==> src/rtl/lbr_regs.svh <==
// register map, field positions, reset values and ramp timing constants
// Notes on behaviour
// - each 5-bit code maps to a fixed exponential current table, 0 off, 31 full.
// - a rewritten code moves the applied current one code per step, the first step at once.
// - ramp field read as {bit 3, bit 4}, 00/01/10/11 selects 51 us, 13 ms, 26 ms, 52 ms per step.
// - a transition lasts (absolute code difference minus one) times the step time.
// - the shared pin is an active-low reset until pin control bit 0 is set.
// - in I/O mode with bit 1 clear, bit 2 reads back the pin level.
// - with the shared level bit set, the primary code drives both sinks.
// - brightness registers at 0xa0 and 0xb0 use only their five low bits.
// - ramp bits sit at bits 3 and 4 of the configuration register, both sinks.
`ifndef LBR_REGS_SVH
`define LBR_REGS_SVH

// ----------------------------------------------------------------
// register offsets
// ----------------------------------------------------------------
`define LBR_OFS_CONFIG 8'h10
`define LBR_OFS_PIN_CTRL 8'h80
`define LBR_OFS_PRIMARY 8'ha0
`define LBR_OFS_SECONDARY 8'hb0

// ----------------------------------------------------------------
// field positions
// ----------------------------------------------------------------
`define LBR_CFG_EN_PRIMARY 0
`define LBR_CFG_EN_SECONDARY 1
`define LBR_CFG_SHARED 2
`define LBR_CFG_RAMP_LOW 3
`define LBR_CFG_RAMP_HIGH 4
`define LBR_CFG_FEEDBACK 5
`define LBR_PIN_ENABLE 0
`define LBR_PIN_DIR 1
`define LBR_PIN_DATA 2

// ----------------------------------------------------------------
// reset values and read fill
// ----------------------------------------------------------------
`define LBR_CFG_RESET 6'h00
`define LBR_PIN_RESET 3'h0
`define LBR_CODE_RESET 5'h00
`define LBR_CFG_FILL 2'h3
`define LBR_CODE_FILL 3'h7
`define LBR_PIN_FILL 5'h1f
`define LBR_UNMAPPED_READ 8'h00

// ----------------------------------------------------------------
// ramp step times, clock rate and derived cycle counts
// ----------------------------------------------------------------
`define LBR_CLK_KHZ 50000
`define LBR_STEP0_US 51
`define LBR_STEP1_MS 13
`define LBR_STEP2_MS 26
`define LBR_STEP3_MS 52
`define LBR_STEP0_CYC (`LBR_STEP0_US * `LBR_CLK_KHZ / 1000)
`define LBR_STEP1_CYC (`LBR_STEP1_MS * `LBR_CLK_KHZ)
`define LBR_STEP2_CYC (`LBR_STEP2_MS * `LBR_CLK_KHZ)
`define LBR_STEP3_CYC (`LBR_STEP3_MS * `LBR_CLK_KHZ)

`endif

==> src/rtl/lbr_pkg.sv <==
// shared types of the led brightness ramp block
package lbr_pkg;

  typedef logic [4:0] lbr_code_t;
  typedef logic [16:0] lbr_level_t;  // thousandths of a percent of full scale

  // serial slave states, one-hot
  typedef enum logic [8:0] {
    LBR_ST_IDLE = 9'h001,
    LBR_ST_ADDR = 9'h002,
    LBR_ST_AACK = 9'h004,
    LBR_ST_REG = 9'h008,
    LBR_ST_RACK = 9'h010,
    LBR_ST_WDAT = 9'h020,
    LBR_ST_WACK = 9'h040,
    LBR_ST_RDAT = 9'h080,
    LBR_ST_MACK = 9'h100
  } lbr_i2c_state_t;

endpackage

==> src/rtl/lbr_i2c_slave.sv <==
// i2c register slave: one pointer byte, then data written or read
module lbr_i2c_slave #(
  parameter logic [6:0] SLAVE_ID = 7'h2a  // arbitrary value
) (
  // clock and reset
  input wire logic i_sys_clk,
  input wire logic i_nrst,
  // serial pins
  input wire logic i_scl,
  input wire logic i_sda,
  output logic o_sda_o,
  output logic o_sda_oe,
  // register side
  output logic [7:0] o_addr,
  output logic [7:0] o_wdata,
  output logic o_wr,
  input wire logic [7:0] i_rdata
);

  lbr_pkg::lbr_i2c_state_t state_reg;
  logic scl_reg;
  logic sda_reg;
  logic rw_reg;
  logic [3:0] cnt_reg;
  logic [7:0] shift_reg;

  // bus events, sampled against the previous pin levels
  wire start_ev = scl_reg & i_scl & sda_reg & ~i_sda;
  wire stop_ev = scl_reg & i_scl & ~sda_reg & i_sda;
  wire rise_ev = ~scl_reg & i_scl;
  wire fall_ev = scl_reg & ~i_scl;
  wire byte_done = (cnt_reg == 4'h8);
  wire id_match = (shift_reg[7:1] == SLAVE_ID);

  assign o_sda_o = 1'b0;  // open drain: only ever pulls low

  // pin history
  always_ff @(posedge i_sys_clk)
  begin
    scl_reg <= i_nrst ? i_scl : 1'b1;
    sda_reg <= i_nrst ? i_sda : 1'b1;
  end

  // protocol engine; data moves on falling scl so it is stable while high
  always_ff @(posedge i_sys_clk)
  begin
    o_wr <= 1'b0;
    if (!i_nrst)
    begin
      state_reg <= lbr_pkg::LBR_ST_IDLE;
      o_sda_oe <= 1'b0;
      rw_reg <= 1'b0;
      cnt_reg <= 4'h0;
      shift_reg <= 8'h00;
      o_addr <= 8'h00;
      o_wdata <= 8'h00;
    end
    else if (start_ev)
    begin
      state_reg <= lbr_pkg::LBR_ST_ADDR;
      cnt_reg <= 4'h0;
      o_sda_oe <= 1'b0;
    end
    else if (stop_ev)
    begin
      state_reg <= lbr_pkg::LBR_ST_IDLE;
      o_sda_oe <= 1'b0;
    end
    else if (rise_ev)
    begin
      unique case (state_reg)
        lbr_pkg::LBR_ST_ADDR, lbr_pkg::LBR_ST_REG, lbr_pkg::LBR_ST_WDAT:
        begin
          shift_reg <= {shift_reg[6:0], i_sda};
          cnt_reg <= cnt_reg + 4'h1;
        end
        lbr_pkg::LBR_ST_RDAT:
          cnt_reg <= cnt_reg + 4'h1;
        lbr_pkg::LBR_ST_MACK:
          if (i_sda)
            state_reg <= lbr_pkg::LBR_ST_IDLE;  // host said no more
        default:
          ;
      endcase
    end
    else if (fall_ev)
    begin
      unique case (state_reg)
        lbr_pkg::LBR_ST_ADDR:
          if (byte_done)
          begin
            state_reg <= id_match ? lbr_pkg::LBR_ST_AACK : lbr_pkg::LBR_ST_IDLE;
            o_sda_oe <= id_match;
            rw_reg <= shift_reg[0];
          end
        lbr_pkg::LBR_ST_REG:
          if (byte_done)
          begin
            state_reg <= lbr_pkg::LBR_ST_RACK;
            o_addr <= shift_reg;
            o_sda_oe <= 1'b1;
          end
        lbr_pkg::LBR_ST_WDAT:
          if (byte_done)
          begin
            state_reg <= lbr_pkg::LBR_ST_WACK;
            o_wdata <= shift_reg;
            o_wr <= 1'b1;
            o_sda_oe <= 1'b1;
          end
        lbr_pkg::LBR_ST_AACK, lbr_pkg::LBR_ST_MACK:
        begin
          cnt_reg <= 4'h0;
          if (rw_reg)
          begin
            state_reg <= lbr_pkg::LBR_ST_RDAT;
            shift_reg <= i_rdata;
            o_sda_oe <= ~i_rdata[7];
          end
          else
          begin
            state_reg <= lbr_pkg::LBR_ST_REG;
            o_sda_oe <= 1'b0;
          end
        end
        lbr_pkg::LBR_ST_RACK, lbr_pkg::LBR_ST_WACK:
        begin
          state_reg <= lbr_pkg::LBR_ST_WDAT;
          cnt_reg <= 4'h0;
          o_sda_oe <= 1'b0;
        end
        lbr_pkg::LBR_ST_RDAT:
          if (byte_done)
          begin
            state_reg <= lbr_pkg::LBR_ST_MACK;
            o_sda_oe <= 1'b0;
          end
          else
          begin
            shift_reg <= {shift_reg[6:0], 1'b0};
            o_sda_oe <= ~shift_reg[6];
          end
        default:
          ;
      endcase
    end
  end

endmodule

==> src/rtl/lbr_top.sv <==
// led brightness ramp with register file and shared reset/io pin
`include "lbr_regs.svh"

module lbr_top #(
  parameter logic [6:0] SLAVE_ID = 7'h2a,  // arbitrary value
  parameter int STEP0_CYC = `LBR_STEP0_CYC,
  parameter int STEP1_CYC = `LBR_STEP1_CYC,
  parameter int STEP2_CYC = `LBR_STEP2_CYC,
  parameter int STEP3_CYC = `LBR_STEP3_CYC
) (
  // clock and reset
  input wire logic i_sys_clk,
  input wire logic i_nrst,
  // serial register port
  input wire logic i_scl,
  input wire logic i_sda,
  output logic o_sda_o,
  output logic o_sda_oe,
  // shared reset / io pin
  input wire logic i_pin,
  output logic o_pin_o,
  output logic o_pin_oe,
  // sink control
  output logic o_primary_en,
  output logic o_secondary_en,
  output logic o_feedback_mode,
  output logic [4:0] o_primary_code,
  output logic [4:0] o_secondary_code,
  output logic [16:0] o_primary_level,
  output logic [16:0] o_secondary_level
);

  // ----------------------------------------------------------------
  // current table
  // ----------------------------------------------------------------

  // exponential table in thousandths of a percent of full scale
  function automatic lbr_pkg::lbr_level_t level_of(lbr_pkg::lbr_code_t c);
    lbr_pkg::lbr_level_t v;
    v = 17'h00000;
    unique case (c)
      5'h00: v = 17'd0;
      5'h01: v = 17'd125;
      5'h02: v = 17'd625;
      5'h03: v = 17'd1000;
      5'h04: v = 17'd1125;
      5'h05: v = 17'd1313;
      5'h06: v = 17'd1688;
      5'h07: v = 17'd2063;
      5'h08: v = 17'd2438;
      5'h09: v = 17'd2813;
      5'h0a: v = 17'd3125;
      5'h0b: v = 17'd3750;
      5'h0c: v = 17'd4375;
      5'h0d: v = 17'd5250;
      5'h0e: v = 17'd6250;
      5'h0f: v = 17'd7500;
      5'h10: v = 17'd8750;
      5'h11: v = 17'd10000;
      5'h12: v = 17'd12500;
      5'h13: v = 17'd15000;
      5'h14: v = 17'd16875;
      5'h15: v = 17'd18750;
      5'h16: v = 17'd22500;
      5'h17: v = 17'd26250;
      5'h18: v = 17'd31250;
      5'h19: v = 17'd37500;
      5'h1a: v = 17'd43750;
      5'h1b: v = 17'd52500;
      5'h1c: v = 17'd61250;
      5'h1d: v = 17'd70000;
      5'h1e: v = 17'd87500;
      5'h1f: v = 17'd100000;
    endcase
    return v;
  endfunction

  // ----------------------------------------------------------------
  // register file
  // ----------------------------------------------------------------

  logic [5:0] cfg_reg;
  logic [2:0] pin_reg;
  lbr_pkg::lbr_code_t primary_reg;
  lbr_pkg::lbr_code_t secondary_reg;
  wire [7:0] bus_addr;
  wire [7:0] bus_wdata;
  wire bus_wr;
  wire [7:0] bus_rdata;

  // pin held low in reset mode clears the device like the main reset
  wire pin_is_io = pin_reg[`LBR_PIN_ENABLE];
  wire dev_nrst = i_nrst & (pin_is_io | i_pin);

  lbr_i2c_slave #(
    .SLAVE_ID(SLAVE_ID)
  ) u_i2c (
    .i_sys_clk(i_sys_clk),
    .i_nrst(dev_nrst),
    .i_scl(i_scl),
    .i_sda(i_sda),
    .o_sda_o(o_sda_o),
    .o_sda_oe(o_sda_oe),
    .o_addr(bus_addr),
    .o_wdata(bus_wdata),
    .o_wr(bus_wr),
    .i_rdata(bus_rdata)
  );

  // address decode
  wire sel_cfg = (bus_addr == `LBR_OFS_CONFIG);
  wire sel_pin = (bus_addr == `LBR_OFS_PIN_CTRL);
  wire sel_pri = (bus_addr == `LBR_OFS_PRIMARY);
  wire sel_sec = (bus_addr == `LBR_OFS_SECONDARY);

  // register writes; upper brightness bits are dropped
  always_ff @(posedge i_sys_clk)
  begin
    if (!dev_nrst)
    begin
      cfg_reg <= `LBR_CFG_RESET;
      pin_reg <= `LBR_PIN_RESET;
      primary_reg <= `LBR_CODE_RESET;
      secondary_reg <= `LBR_CODE_RESET;
    end
    else if (bus_wr)
    begin
      if (sel_cfg)
        cfg_reg <= bus_wdata[5:0];
      if (sel_pin)
        pin_reg <= bus_wdata[2:0];
      if (sel_pri)
        primary_reg <= bus_wdata[4:0];
      if (sel_sec)
        secondary_reg <= bus_wdata[4:0];
    end
  end

  // pin data bit shows the live pin level while it is an input
  wire pin_dir_out = pin_reg[`LBR_PIN_DIR];
  wire pin_rd_bit = pin_dir_out ? pin_reg[`LBR_PIN_DATA] : i_pin;
  wire [7:0] rd_cfg = {`LBR_CFG_FILL, cfg_reg};
  wire [7:0] rd_pin = {`LBR_PIN_FILL, pin_rd_bit, pin_reg[1:0]};
  wire [7:0] rd_pri = {`LBR_CODE_FILL, primary_reg};
  wire [7:0] rd_sec = {`LBR_CODE_FILL, secondary_reg};
  assign bus_rdata = sel_cfg ? rd_cfg :
                     sel_pin ? rd_pin :
                     sel_pri ? rd_pri :
                     sel_sec ? rd_sec : `LBR_UNMAPPED_READ;

  // open drain: only the low level is driven, a one floats the pin
  assign o_pin_o = 1'b0;
  assign o_pin_oe = pin_is_io & pin_dir_out & ~pin_reg[`LBR_PIN_DATA];

  // ----------------------------------------------------------------
  // ramp engines
  // ----------------------------------------------------------------

  // ramp select taken as low bit first, then high bit
  wire [1:0] ramp_sel = {cfg_reg[`LBR_CFG_RAMP_LOW],
                         cfg_reg[`LBR_CFG_RAMP_HIGH]};
  wire [21:0] step_cyc = (ramp_sel == 2'h0) ? 22'(STEP0_CYC) :
                         (ramp_sel == 2'h1) ? 22'(STEP1_CYC) :
                         (ramp_sel == 2'h2) ? 22'(STEP2_CYC) :
                         22'(STEP3_CYC);

  // shared mode makes the secondary sink follow the primary code
  wire shared = cfg_reg[`LBR_CFG_SHARED];
  lbr_pkg::lbr_code_t target [2];
  assign target[0] = primary_reg;
  assign target[1] = shared ? primary_reg : secondary_reg;

  lbr_pkg::lbr_code_t applied [2];

  genvar ch;
  generate
    for (ch = 0; ch < 2; ch++)
    begin : g_ramp
      logic [4:0] code_reg;
      logic [21:0] timer_reg;
      wire differ = (code_reg != target[ch]);
      wire step_now = differ & (timer_reg == 22'h000000);
      wire [4:0] code_step = (code_reg < target[ch]) ? code_reg + 5'h01 :
                                                       code_reg - 5'h01;
      // first step lands at once, later ones wait a full interval, so a
      // change of n codes takes n-1 intervals
      always_ff @(posedge i_sys_clk)
      begin
        if (!dev_nrst)
        begin
          code_reg <= `LBR_CODE_RESET;
          timer_reg <= 22'h000000;
        end
        else if (!differ)
          timer_reg <= 22'h000000;
        else if (step_now)
        begin
          code_reg <= code_step;
          timer_reg <= step_cyc - 22'h000001;
        end
        else
          timer_reg <= timer_reg - 22'h000001;
      end
      assign applied[ch] = code_reg;
    end
  endgenerate

  // ----------------------------------------------------------------
  // sink outputs
  // ----------------------------------------------------------------

  // feedback mode turns the secondary pin into a regulator input
  always_ff @(posedge i_sys_clk)
  begin
    if (!dev_nrst)
    begin
      o_primary_en <= 1'b0;
      o_secondary_en <= 1'b0;
      o_feedback_mode <= 1'b0;
      o_primary_code <= `LBR_CODE_RESET;
      o_secondary_code <= `LBR_CODE_RESET;
      o_primary_level <= 17'h00000;
      o_secondary_level <= 17'h00000;
    end
    else
    begin
      o_feedback_mode <= cfg_reg[`LBR_CFG_FEEDBACK];
      o_primary_en <= cfg_reg[`LBR_CFG_EN_PRIMARY];
      o_secondary_en <= ~cfg_reg[`LBR_CFG_FEEDBACK] &
                        (shared ? cfg_reg[`LBR_CFG_EN_PRIMARY] :
                                  cfg_reg[`LBR_CFG_EN_SECONDARY]);
      o_primary_code <= applied[0];
      o_secondary_code <= applied[1];
      o_primary_level <= level_of(applied[0]);
      o_secondary_level <= level_of(applied[1]);
    end
  end

endmodule

==> config.mk <==
export PLATFORM = sky130hd
export DESIGN_NAME = lbr_top
export DESIGN_NICKNAME = d
export VERILOG_FILES = /design/src/rtl/lbr_pkg.sv /design/src/rtl/lbr_i2c_slave.sv /design/src/rtl/lbr_top.sv
export VERILOG_INCLUDE_DIRS = /design/src /design/src/rtl
export SDC_FILE = /design/constraint.sdc
export NUM_CORES = 1
export LEC_CHECK = 0
export ABC_AREA = 1
export BUFFER_PORTS_ARGS = -buffer_cell sky130_fd_sc_hd__buf_2
export CAP_MARGIN = 20
export CORE_MARGIN = 4
export CORE_UTILIZATION = 55
export CTS_BUF_LIST = sky130_fd_sc_hd__clkbuf_8
export DETAILED_ROUTE_END_ITERATION = 8
export HOLD_SLACK_MARGIN = 0.02
export PLACE_DENSITY = 0.73
export SLEW_MARGIN = 20
export SYNTH_ARGS = -nofsm -noshare
export SYNTH_HDL_FRONTEND = slang
export SYNTH_HIERARCHICAL = 1
export SYNTH_SLANG_ARGS = --single-unit
==> constraint.sdc <==
create_clock -name i_sys_clk -period 4.2 [get_ports i_sys_clk]
set_input_delay 0.21 -clock i_sys_clk [delete_from_list [all_inputs] [get_ports i_sys_clk]]
set_output_delay 0.21 -clock i_sys_clk [all_outputs]
set_load 0.02 [all_outputs]
Word-level counts from Yosys, hierarchy flattened. Memory sizes are Yosys's and may differ from the RTL's. A register that Yosys moved wholly into a read port is not among the register bits. Cells that the tools add are included.

Register bits after elaboration: 126. Bits in latches: 0. Bits in writable memories: 0. ROM bits: 1088. Output and inout bits: 51. Memories: 2.

Add/sub/neg operators: 8. Multipliers: 0. Divide/modulo/power cells: 0. Magnitude comparators: 2. Equal/unequal tests: 36. Shifts and indexed selects: 0. Mux-type cells: 43. Bitwise gates (word level): 28. Reductions and logical operators: 37.

Memories: (no name shown) (words 32, width 17, read ports 1, clocked after memory_dff 1, wr ports 0, RTL line lbr_top.sv:41) `unique case (c)`; (no name shown) (words 32, width 17, read ports 1, clocked after memory_dff 1, wr ports 0, RTL line lbr_top.sv:41).

Operators with widths (count): $mux 22 (5); $mux 8 (10); $mux 9 (8); $sub 22x1->22 const B (3); $pmux 9 s6 (1); $logic_not 22->1 (2); $eq 8x8->1 const B (3); $ne 5x1->1 const B (4); $reduce_and 6->1 (3); $mux 4 (4); $pmux 8 s2 (1); $reduce_and 2->1 (8); $reduce_and 8->1 (2); $mux 5 (3); $ne 3x1->1 const B (5); $not 1->1 (14); $and 1x1->1 (13); $add 5x1->5 const B (2); $lt 5x5->1 (2); $ne 5x5->1 (2); $sub 5x1->5 const B (2); $eq 9x2->1 const B (1); $eq 9x3->1 const B (1); $eq 9x4->1 const B (1); other kinds (35) (54).

Depth between registers and ports, before layout. Gate-level depths: netlist of run 1.

Depth after elaboration: 9. Gate-level depth with buffers: 18. Depth with buffers taken out: 18.

Cells and area by module. The synthesis of run 1 kept the hierarchy.

Modules (own cells, without submodules): lbr_top (instances 1, cells an instance 1027, area an instance 7039.3 um^2); lbr_i2c_slave (instances 1, cells an instance 357, area an instance 2306.0 um^2).

Least setup slack after synthesis of run 1. No wires, ideal clock.

Path kind: register -> register. From: register cfg_reg[2]. To: register g_ramp[1].code_reg[4]. Arrival time: 2.268 ns. Required time: 4.087 ns. Setup slack: 1.819 ns. Stages on the path, launching flop included: 15. Path buffers: 1. Period minus slack after synthesis: 2.381 ns. Cell sequence: dfxtp_1 clkbuf_1 o21ai_0 ha_1 nand2_1 nor2_1 nand2_1 nand3_1 fa_1 a21oi_1 inv_1 nand2_1 nand3_1 nor2_1 nor2_1.

Longest elaborated chain between the ends: 4. Elaborated cells on any way between the ends: 6.

Ends and longest elaborated chain: from (decl) (RTL line lbr_top.sv:82) `logic [5:0] cfg_reg;`; from (signal assigned) (RTL line lbr_top.sv:121) `` cfg_reg <= `LBR_CFG_RESET; ``; from (signal assigned) (RTL line lbr_top.sv:129) `cfg_reg <= bus_wdata[5:0];`; $mux 5 * (RTL line lbr_top.sv:171) `assign target[1] = shared ? primary_reg : secondary_reg;`; branches (longest 3 deep; another with $lt 5x5->1); to (signal assigned) (RTL line lbr_top.sv:191) `` code_reg <= `LBR_CODE_RESET; ``; to (signal assigned) (RTL line lbr_top.sv:198) `code_reg <= code_step;`; to (decl) (RTL line lbr_top.sv:179) `logic [4:0] code_reg;`.

Mark *: on every way between the ends. A chain may end at the register's enable or synchronous reset.

Worst setup path after layout of run 1. Ends and elaborated chain as after synthesis.

==> impl_results.md, run 1 <==
* Final WS setup at about 1.6 ns
* First-pass GRT wire length at approximately 37,000 um
* Final Slew Violations at 0
* Chip height at ~140 um
* Rel. slew slack at 44.3%
* Total power at 9.10 mW
* Crit start category: register
* Peak supply drop at just over 0.6 mV
* Vias per inst at around 5.3
* Area delta synth->final at 8.51%
* Number of max-cap violations at 0
* Synthesized cell area at 9280 um2
* CTS tree: built
* Initial Util at a little under three fifths
* Worst-path fanout max at 14
* Hold WC Path Type: in2reg
* All-Layer GR Usage at between 20% and 30%
* H-Tree Depth at 4
* Worst slack at placement at around 1.6 ns
* Sink Count at 160
* Avg Inst Size Synth at ~6.7 um2
* Largest net degree at the start of global routing at 27
* Ys Warns at 6
* Cell count after synthesis at between 1,000 and 1,500
* Final setup violation count at 0
* Net count, final at ~1,500
* Grt ovf at 0
* Worst EP arrival at a little over 3 ns
* Routed via count at 8,752
* Largest register FFs at 44
* Share of post-route cells with drive strength above 1 at between 10% and 20%
* Number of I/O pins at 56
* Period utilization at around 62%
* Routed WL at roughly 22,000 um
* Area of the die at between 15,000 and 20,000 um2
* Std cell rows at between 40 and 50
* Syn Nets at between 1,000 and 1,500
* Finished Core Util at about three fifths
* Antenna cells at 0
* Clock Tree Buf Depth at 2
* Initial antenna violation count at 0
* IO buf count at 53
* Final hold slack at roughly 0.2 ns
* Worst setup path category: reg2reg
* Least-Margin Pin Slew at between 0.8 and 0.9 ns
* Area of the core at between 15,000 and 20,000 um2
* DR DRC count at 0
* Gpl congestion at about 0.94
* CTS root buf: clkbuf_8
* DRT Pass-1 Iters at 6
* Worst-path clk slew at 0.09 ns
* Power Dens Cells at about 900 nW/um2
* Outcome: completed
* Tmin final at between 2 and 3 ns
* Req. time, crit path at about 4.6 ns
* Detail Route Antenna Nets at 0
* FMAX at approximately 380 MHz
* Final hold vios at 0
* Setup crit end kind: register
* Clk Latency, worst-skew pair at roughly 0.46 ns
* RSZ-0062 raised after global routing: no
* Post-cts gate resize count at 0
* DIE WIDTH at 138 um
* Vias in the first global route at 7,947
* Clock Skews at between 0.01 and 0.015 ns
* DP HPWL at around 16,000 um
* Number of DRC markers in iteration 0 at 832
* Setup TNS at 0 ns
* LEAKAGE at between 4 and 5 nW
* TritonCTS buffer count at 17
* WL/cell at about 13 um
[area by class of cell]
| type | instances | area, um2 |
|---|---|---|
| fill | 1595 | 6510 |
| multi-input combinational | 1017 | 5260 |
| sequential | 160 | 3200 |
| inverter | 160 | 601 |
| timing repair buffer | 62 | 338 |
| tap | 220 | 275 |
| clock buffer | 19 | 262 |
| clock inverter | 13 | 138 |
[critical path, cell delays in order, from the launching register on]
cell     delay [ns]
dfxtp_1        0.56
nand2_1        0.11
o21ai_0        0.09
ha_1           0.25
nand2_1        0.08
nor2_1         0.06
nand2_1        0.08
nand3_1        0.19
ha_1           0.39
nand2_1        0.09
nand2_1        0.05
a21oi_1        0.17
inv_1          0.06
nand2_1        0.06
nand3_1        0.10
nand2_1        0.09
nand2_1        0.05
nor2_1         0.07
[worst paths after layout]
path | from | to | slack, ns | cells after the start
max | cfg_reg[2]$_SDFFE_PN0P_ | g_ramp[1].code_reg[4]$_SDFFE_PN0P_ | 1.58 | 17
min | i_nrst | secondary_reg[2]$_SDFFE_PN0P_ | 0.20 | 5
max reg2reg | cfg_reg[2]$_SDFFE_PN0P_ | g_ramp[1].code_reg[4]$_SDFFE_PN0P_ | 1.58 | 17
min reg2reg | g_ramp[1].timer_reg[0]$_SDFF_PN0_ | g_ramp[1].timer_reg[0]$_SDFF_PN0_ | 0.44 | 1
[power by group]
part / internal (mW) / switching (mW)
registers: 1.78 / 0.235
logic: 2.07 / 3.86
clock network: 0.558 / 0.594
[per-layer routing]
metal	up-vias	GRT usage, %	wire (um)
li1	4515	-	-
met1	3969	32.8	10500
met2	240	37.9	10100
met3	28	4.35	1130
met4	0	7.19	356
met5	-	0	0
[through the flow]
step / std cells / cell area, um2
after floorplan: 1377 / 9280
after global placement: 1617 / 9650
after detailed placement: 1617 / 9650
after CTS: 1651 / 10100
after global routing: 1651 / 10100
final: 1651 / 10100
[repair_timing]
item / in CTS / in global routing
hold buffers: 2 / 0
buffers inserted: 0 / 0
endpoints found under the hold margin: 2 / 0
[cells in the final DEF, fill, tap and decap left out, drive strengths merged, types with 3 or more instances in the layout]
cell	count
dfxtp	160
clkinvlp	5
o211ai	3
a22o	3
ha	46
nand2	338
o2111ai	5
o31ai	7
a21oi	109
xnor2	3
inv	160
clkinv	6
nand4	9
xor2	17
buf	60
nand3	77
nor3	20
o22ai	4
o21ai	129
nand3b	7
nor2	220
clkbuf	19
No activity file was read; power rests on OpenSTA's default activity.
==> inputs of run 2 (changes only) <==
Settings changed: ABC_AREA 1 to 0, PLACE_DENSITY 0.73 to 0.76.
Clock period 4.2 ns to 2.18 ns, I/O delays scaled along.
==> run 2 against run 1 <==
The flow now finishes with violations (negative setup slack). Die area is 3.6% lower. Count of clock-buffer cells in the layout is 1 lower. Sequential share of layout area is 2.7 points lower. Setup slack worse by 2.2 ns. Non-clock buffer count is 129 higher. Routed wire length is 9.4% higher. Total power is 81% higher. Final area is 10% higher. Maximum frequency is 5.8% lower. Synthesized cell count is 22% lower. Sequential cell count stayed put.
==> impl_results.md, run 2 <==
* Routed wl met2 at roughly 12,000 um
* Initial antenna violation count at 0
* Grt ovf at 0
* Sink Count at 160
* First-pass GRT wire length at between 30,000 and 40,000 um
* RSZ-0062 raised after global routing: yes
* Number of I/O pins at 56
* CP Buf/Inv Count at 1
* Largest stage delay on the critical path at 0.40 ns
* Area delta synth->final at 24.1%
* Most frequent cells in the layout: nor2_1, dfxtp_1, buf_4
* Hold Startpoint: i_nrst
* Final hold vios at 0
* Power Dens Cells at about 1500 nW/um2
* Final setup violation count at 22
* WHS Path Cells at 4
* WL/cell at 16.6 um
* Outcome: finished with violations
* Setup TNS at -3.40 ns
* Reg2Reg Depth at 11
* Setup crit end kind: register
* DIE WIDTH at ~140 um
* Hold WC Path Type: in2reg
* CTS root buf: clkbuf_8
* Delay-heaviest family, CP: adder cells
* Routed via count at 8,573
* Met3 routed wirelength at between 1000 and 1500 um
* Crit path cell chain: mux2i_2 > ha_1 > and4b_1 > o21ai_2 > nand2_2 > fa_2 > a21o_1 > a21o_1 > buf_6 > or3_1 > o2111ai_1
* Number of max-cap violations at 0
* Worst r2r dst: g_ramp[1].code_reg[4]$_SDFFE_PN0P_
* Worst-path fanout max at 4
* Finished Core Util at between 60% and 70%
* Peak supply drop at 1.40 mV
* Slowest stage cell on the critical path: dfxtp_4
* Final hold slack at approximately 0.16 ns
* Net count, final at approximately 1,300
* LEAKAGE at approximately 4.6 nW
* Req. time, crit path at between 2 and 3 ns
* Clock Skews at around 0.018 ns
* Gpl congestion at 0.922
* Top layer in use: met4
* CTS tree: built
* Area of the core at ~16,000 um2
* Period utilization at 128%
* FMAX at 359 MHz
* TritonCTS buffer count at 17
* Final Slew Violations at 0
* Clk Latency, worst-skew pair at around 0.47 ns
* Clock Tree Buf Depth at 2
* DRT Pass-1 Iters at 5
* H-Tree Depth at 4
* Most common cell after layout, fill and taps aside: nor2_1
* R2r startpoint: cfg_reg[2]$_SDFFE_PN0P_
* Vias per inst at 5.89
* Synthesized cell area at 8930 um2
* Worst EP arrival at ~3.2 ns
* Routed WL at 24,200 um
* Detail Route Antenna Nets at 0
* Chip height at 135 um
* Share of post-route cells with drive strength above 1 at around a quarter
* Cell count after synthesis at approximately 1,100
* Syn Nets at ~1,100
* Largest register FFs at between 40 and 50
* Tmin final at ~2.8 ns
* Rel. slew slack at approximately three fifths
* Std cell rows at 46
* Initial Util at between 50% and 60%
* Worst setup path category: reg2reg
* Area of the die at around 18,000 um2
* Avg Inst Size Synth at just over 8 um2
* DP HPWL at 15,500 um
* All-Layer GR Usage at 24.9%
* Antenna cells at 0
* Number of DRC markers in iteration 0 at about 700
* Most used cell along the critical path: a21o_1
* Flop2flop setup slack at -0.60 ns
* Vias in the first global route at just over 8,000
* Final WS setup at -0.602 ns
* Worst-path clk slew at roughly 0.090 ns
* Least-Margin Pin Slew at between 0.5 and 0.6 ns
* Total power at around 16 mW
* Wl on met1 at between 10,000 and 15,000 um
* Worst hold endpoint: pin_reg[0]$_SDFFE_PN0P_
* Ys Warns at 6
* DR DRC count at 0
* Failing checks: negative setup slack
* Filler cells at around 1,200
* Crit start category: register
* Largest net degree at the start of global routing at 63
* IO buf count at 53
==> run 2: per-layer routing <==
metal / vias to the layer above / track usage (%)
li1: 4129 / -
met1: 4024 / 31.3
met2: 337 / 42.0
met3: 83 / 4.53
met4: 0 / 10.5
met5: - / 0
==> run 2: final cells by class <==
cell class | count | area [um2] | area share, %
clock buffer | 18 | 248 | 2.24
clock inverter | 14 | 135 | 1.22
inverter | 39 | 154 | 1.39
multi-input combinational | 817 | 5630 | 50.8
sequential | 160 | 3230 | 29.1
tap | 216 | 270 | 2.44
timing repair buffer | 191 | 1420 | 12.8
==> run 2: metrics by stage <==
step	setup WS (ns)	cells	area, um2
2_1_floorplan	-0.466	1077	8990
3_3_place_gp	-0.569	1390	10100
3_5_place_dp	-0.675	1390	10100
4_1_cts	-0.483	1441	10700
5_1_grt	-0.672	1455	11100
6_report	-0.602	1455	11100
==> run 2: worst max-delay path by stage <==
stage | startpoint | endpoint | slack (ns) | depth (start not counted)
after CTS | cfg_reg[2]$_SDFFE_PN0P_ | g_ramp[1].code_reg[4]$_SDFFE_PN0P_ | -0.48 | 11
after detailed placement | cfg_reg[2]$_SDFFE_PN0P_ | g_ramp[1].code_reg[4]$_SDFFE_PN0P_ | -0.67 | 11
after global placement | cfg_reg[2]$_SDFFE_PN0P_ | g_ramp[1].code_reg[4]$_SDFFE_PN0P_ | -0.57 | 11
after floorplan | cfg_reg[2]$_SDFFE_PN0P_ | g_ramp[1].code_reg[4]$_SDFFE_PN0P_ | -0.47 | 12
after global routing | cfg_reg[2]$_SDFFE_PN0P_ | g_ramp[1].code_reg[4]$_SDFFE_PN0P_ | -0.67 | 11
final | cfg_reg[2]$_SDFFE_PN0P_ | g_ramp[1].code_reg[4]$_SDFFE_PN0P_ | -0.60 | 11
==> run 2: worst min-delay path: stages <==
cell and delay [ns]:
buf_2 0.10, o21ai_4 0.07, buf_12 0.20, nor2_1 0.11
==> run 2: power by group <==
part / switching [mW] / internal, mW
combinational: 5.48 / 5.17
sequential: 0.305 / 3.32
clock: 1.20 / 0.949
==> run 2: repair_timing <==
item                                   4_1_cts  5_1_grt
hold buffers                                 2        0
endpoints found under the hold margin        2        0
gates cloned                                 0        1
buffers inserted                            17       13
pin swaps                                   21       23
setup endpoints to repair                   25       56
resized for setup                           22       69
==> inputs of run 3 (changes only) <==
Settings changed: MAX_ROUTING_LAYER set to met4.
==> run 3 against run 2 <==
The run still ends with negative setup slack left. Final area down 0.82%. Routed wire length decreased by 6.2%. Maximum frequency grew 6.6%. Largest power group unchanged.
==> impl_results.md, run 3 (same netlist as run 2, synthesis figures left out) <==
* Outcome: finished with violations
* Failing checks: negative setup slack
* Peak supply drop at roughly 1.4 mV
* Hold Startpoint: i_nrst
* Worst setup path category: reg2reg
* Number of max-cap violations at 0
* Largest net degree at the start of global routing at 63
* Met3 routed wirelength at 1210 um
* Tmin final at between 2 and 3 ns
* Setup crit end kind: register
* TritonCTS buffer count at 17
* Number of I/O pins at 56
* H-Tree Depth at 4
* FMAX at 383 MHz
* DRT Pass-1 Iters at 5
* Vias in the first global route at approximately 7,700
* Post-route cell area at 11,000 um2
* Rel. slew slack at between 50% and 60%
* IO buf count at 53
* Worst-path fanout max at 5
* LEAKAGE at about 4.6 nW
* Number of DRC markers in iteration 0 at between 600 and 700
* Period utilization at 120%
* CTS root buf: clkbuf_8
* RSZ-0062 raised after global routing: yes
* Clock Tree Buf Depth at 2
* Routed via count at ~8,400
* Clock share of power at 13.1%
* Psw at 6.62 mW
* Delay-heaviest family, CP: compound AO/OA/AOI/OAI gates
* Largest register FFs at between 40 and 50
* Placed inst area at ~10,000 um2
* Pint at 9.28 mW
* Most used cell along the critical path: a21o_1
* Least-Margin Pin Slew at around 0.67 ns
* Worst-path clk slew at 0.09 ns
* Crit path cell chain: mux2i_1 > ha_1 > a21o_1 > a31oi_2 > nand2_2 > fa_2 > a21o_1 > a21o_1 > or3_1 > o2111ai_1
* Wl on met1 at 9980 um
* Req. time, crit path at 2.56 ns
* Largest stage delay on the critical path at 0.39 ns
* WL/cell at 15.6 um
* R2r startpoint: cfg_reg[2]$_SDFFE_PN0P_
* Vias per inst at between 5 and 6
* Filler cells at roughly 1,300
* CP Buf/Inv Count at 0
* Final hold vios at 0
* Antenna cells at 0
* Hold WC Path Type: in2reg
* Sw Ratio at a little over two fifths
* Area of the core at around 16,000 um2
* Chip height at ~140 um
* Routed WL at between 20,000 and 25,000 um
* Worst EP arrival at roughly 3.0 ns
* Clk Latency, worst-skew pair at around 0.46 ns
* Storage cell area at between 3000 and 4000 um2
* Most frequent cells in the layout: nor2_1, dfxtp_1, buf_4
* Power Dens Cells at approximately 1400 nW/um2
* Crit. Startpoint: cfg_reg[2]$_SDFFE_PN0P_
* Net count, final at ~1,300
* Gpl congestion at 0.938
* Share of post-route cells with drive strength above 1 at approximately a quarter
* First-pass GRT wire length at roughly 37,000 um
* Worst slack at placement at -0.641 ns
* Clock Skews at around 0.011 ns
* Area of the die at roughly 18,000 um2
* Final Slew Violations at 0
* Combinational power share at ~64%
* Crit start category: register
* Top layer in use: met4
* Area delta synth->final at 23.1%
* DP HPWL at 15,500 um
* CTS tree: built
* Grt ovf at 0
* Slowest stage cell on the critical path: dfxtp_4
* Sink Count at between 150 and 200
* DR DRC count at 0
* Multi-input gate area at about 5600 um2
* Sequential share of power at approximately 23%
* Routed wl met2 at between 10,000 and 15,000 um
* Std cell rows at 46
* Initial antenna violation count at 0
* All-Layer GR Usage at 24.8%
* Final WS setup at -0.430 ns
* Most common cell after layout, fill and taps aside: nor2_1
* DIE WIDTH at between 100 and 150 um
* Final setup violation count at 6
* Detail Route Antenna Nets at 0
* Initial Util at a little under three fifths
run 3: power groups by stage:
stage                     clock [mW]  combinational, mW  sequential, mW
final                           2.08               10.2            3.61
after global placement             0               9.04            3.64
after detailed placement           0               9.22            3.65
after CTS                       2.11               9.53            3.59
after floorplan                    0               6.31            3.76
after global routing            2.23               11.1            3.66
run 3: worst paths after layout:
path	end	slack (ns)	depth (start not counted)
worst max-delay path	g_ramp[1].code_reg[4]$_SDFFE_PN0P_	-0.43	10
worst min-delay path	pin_reg[2]$_SDFFE_PN0P_	0.15	4
worst max register to register	g_ramp[1].code_reg[4]$_SDFFE_PN0P_	-0.43	10
worst min register to register	g_ramp[0].timer_reg[21]$_SDFF_PN0_	0.47	1
run 3: worst reg2reg max path, stage by stage, from the launching register on:
cell and delay, ns:
dfxtp_4 0.39, mux2i_1 0.21, ha_1 0.28, a21o_1 0.20
a31oi_2 0.20, nand2_2 0.13, fa_2 0.37, a21o_1 0.17
a21o_1 0.19, or3_1 0.31, o2111ai_1 0.11
run 3: cell type report:
type                            instances  area share (%)
Clock buffer                           17            2.13
Clock inverter                         13            1.13
Multi-Input combinational cell        817            51.1
Timing Repair Buffer                  187            12.5
Tap cell                              216            2.46
Sequential cell                       160            29.3
Inverter                               39            1.35
run 3: layer usage:
layer	vias up	global-route usage (%)
li1	4123	-
met1	3954	31.7
met2	285	40.3
met3	42	3.38
met4	0	8.90
met5	-	-
run 3: per-stage QoR:
step	util, %	hold WS [ns]	instances	setup TNS, ns	power, mW
floorplan	-	0.218	1077	-0.889	10.1
global placement	63.9	0.350	1397	-1.57	12.7
detailed placement	63.9	0.367	1397	-2.62	12.9
CTS	67.6	0.141	1443	-1.25	15.2
global route	69.2	0.168	1449	-2.25	17.0
finish	69.2	0.147	1449	-1.55	15.9
run 3: timing repair:
action | CTS | global route
hold endpoints to repair | 2 | 0
resized for setup | 18 | 57
pin swaps | 22 | 34
setup endpoints to repair | 23 | 53
cloned | 0 | 1
hold buffers | 2 | 0
setup buffers | 14 | 5
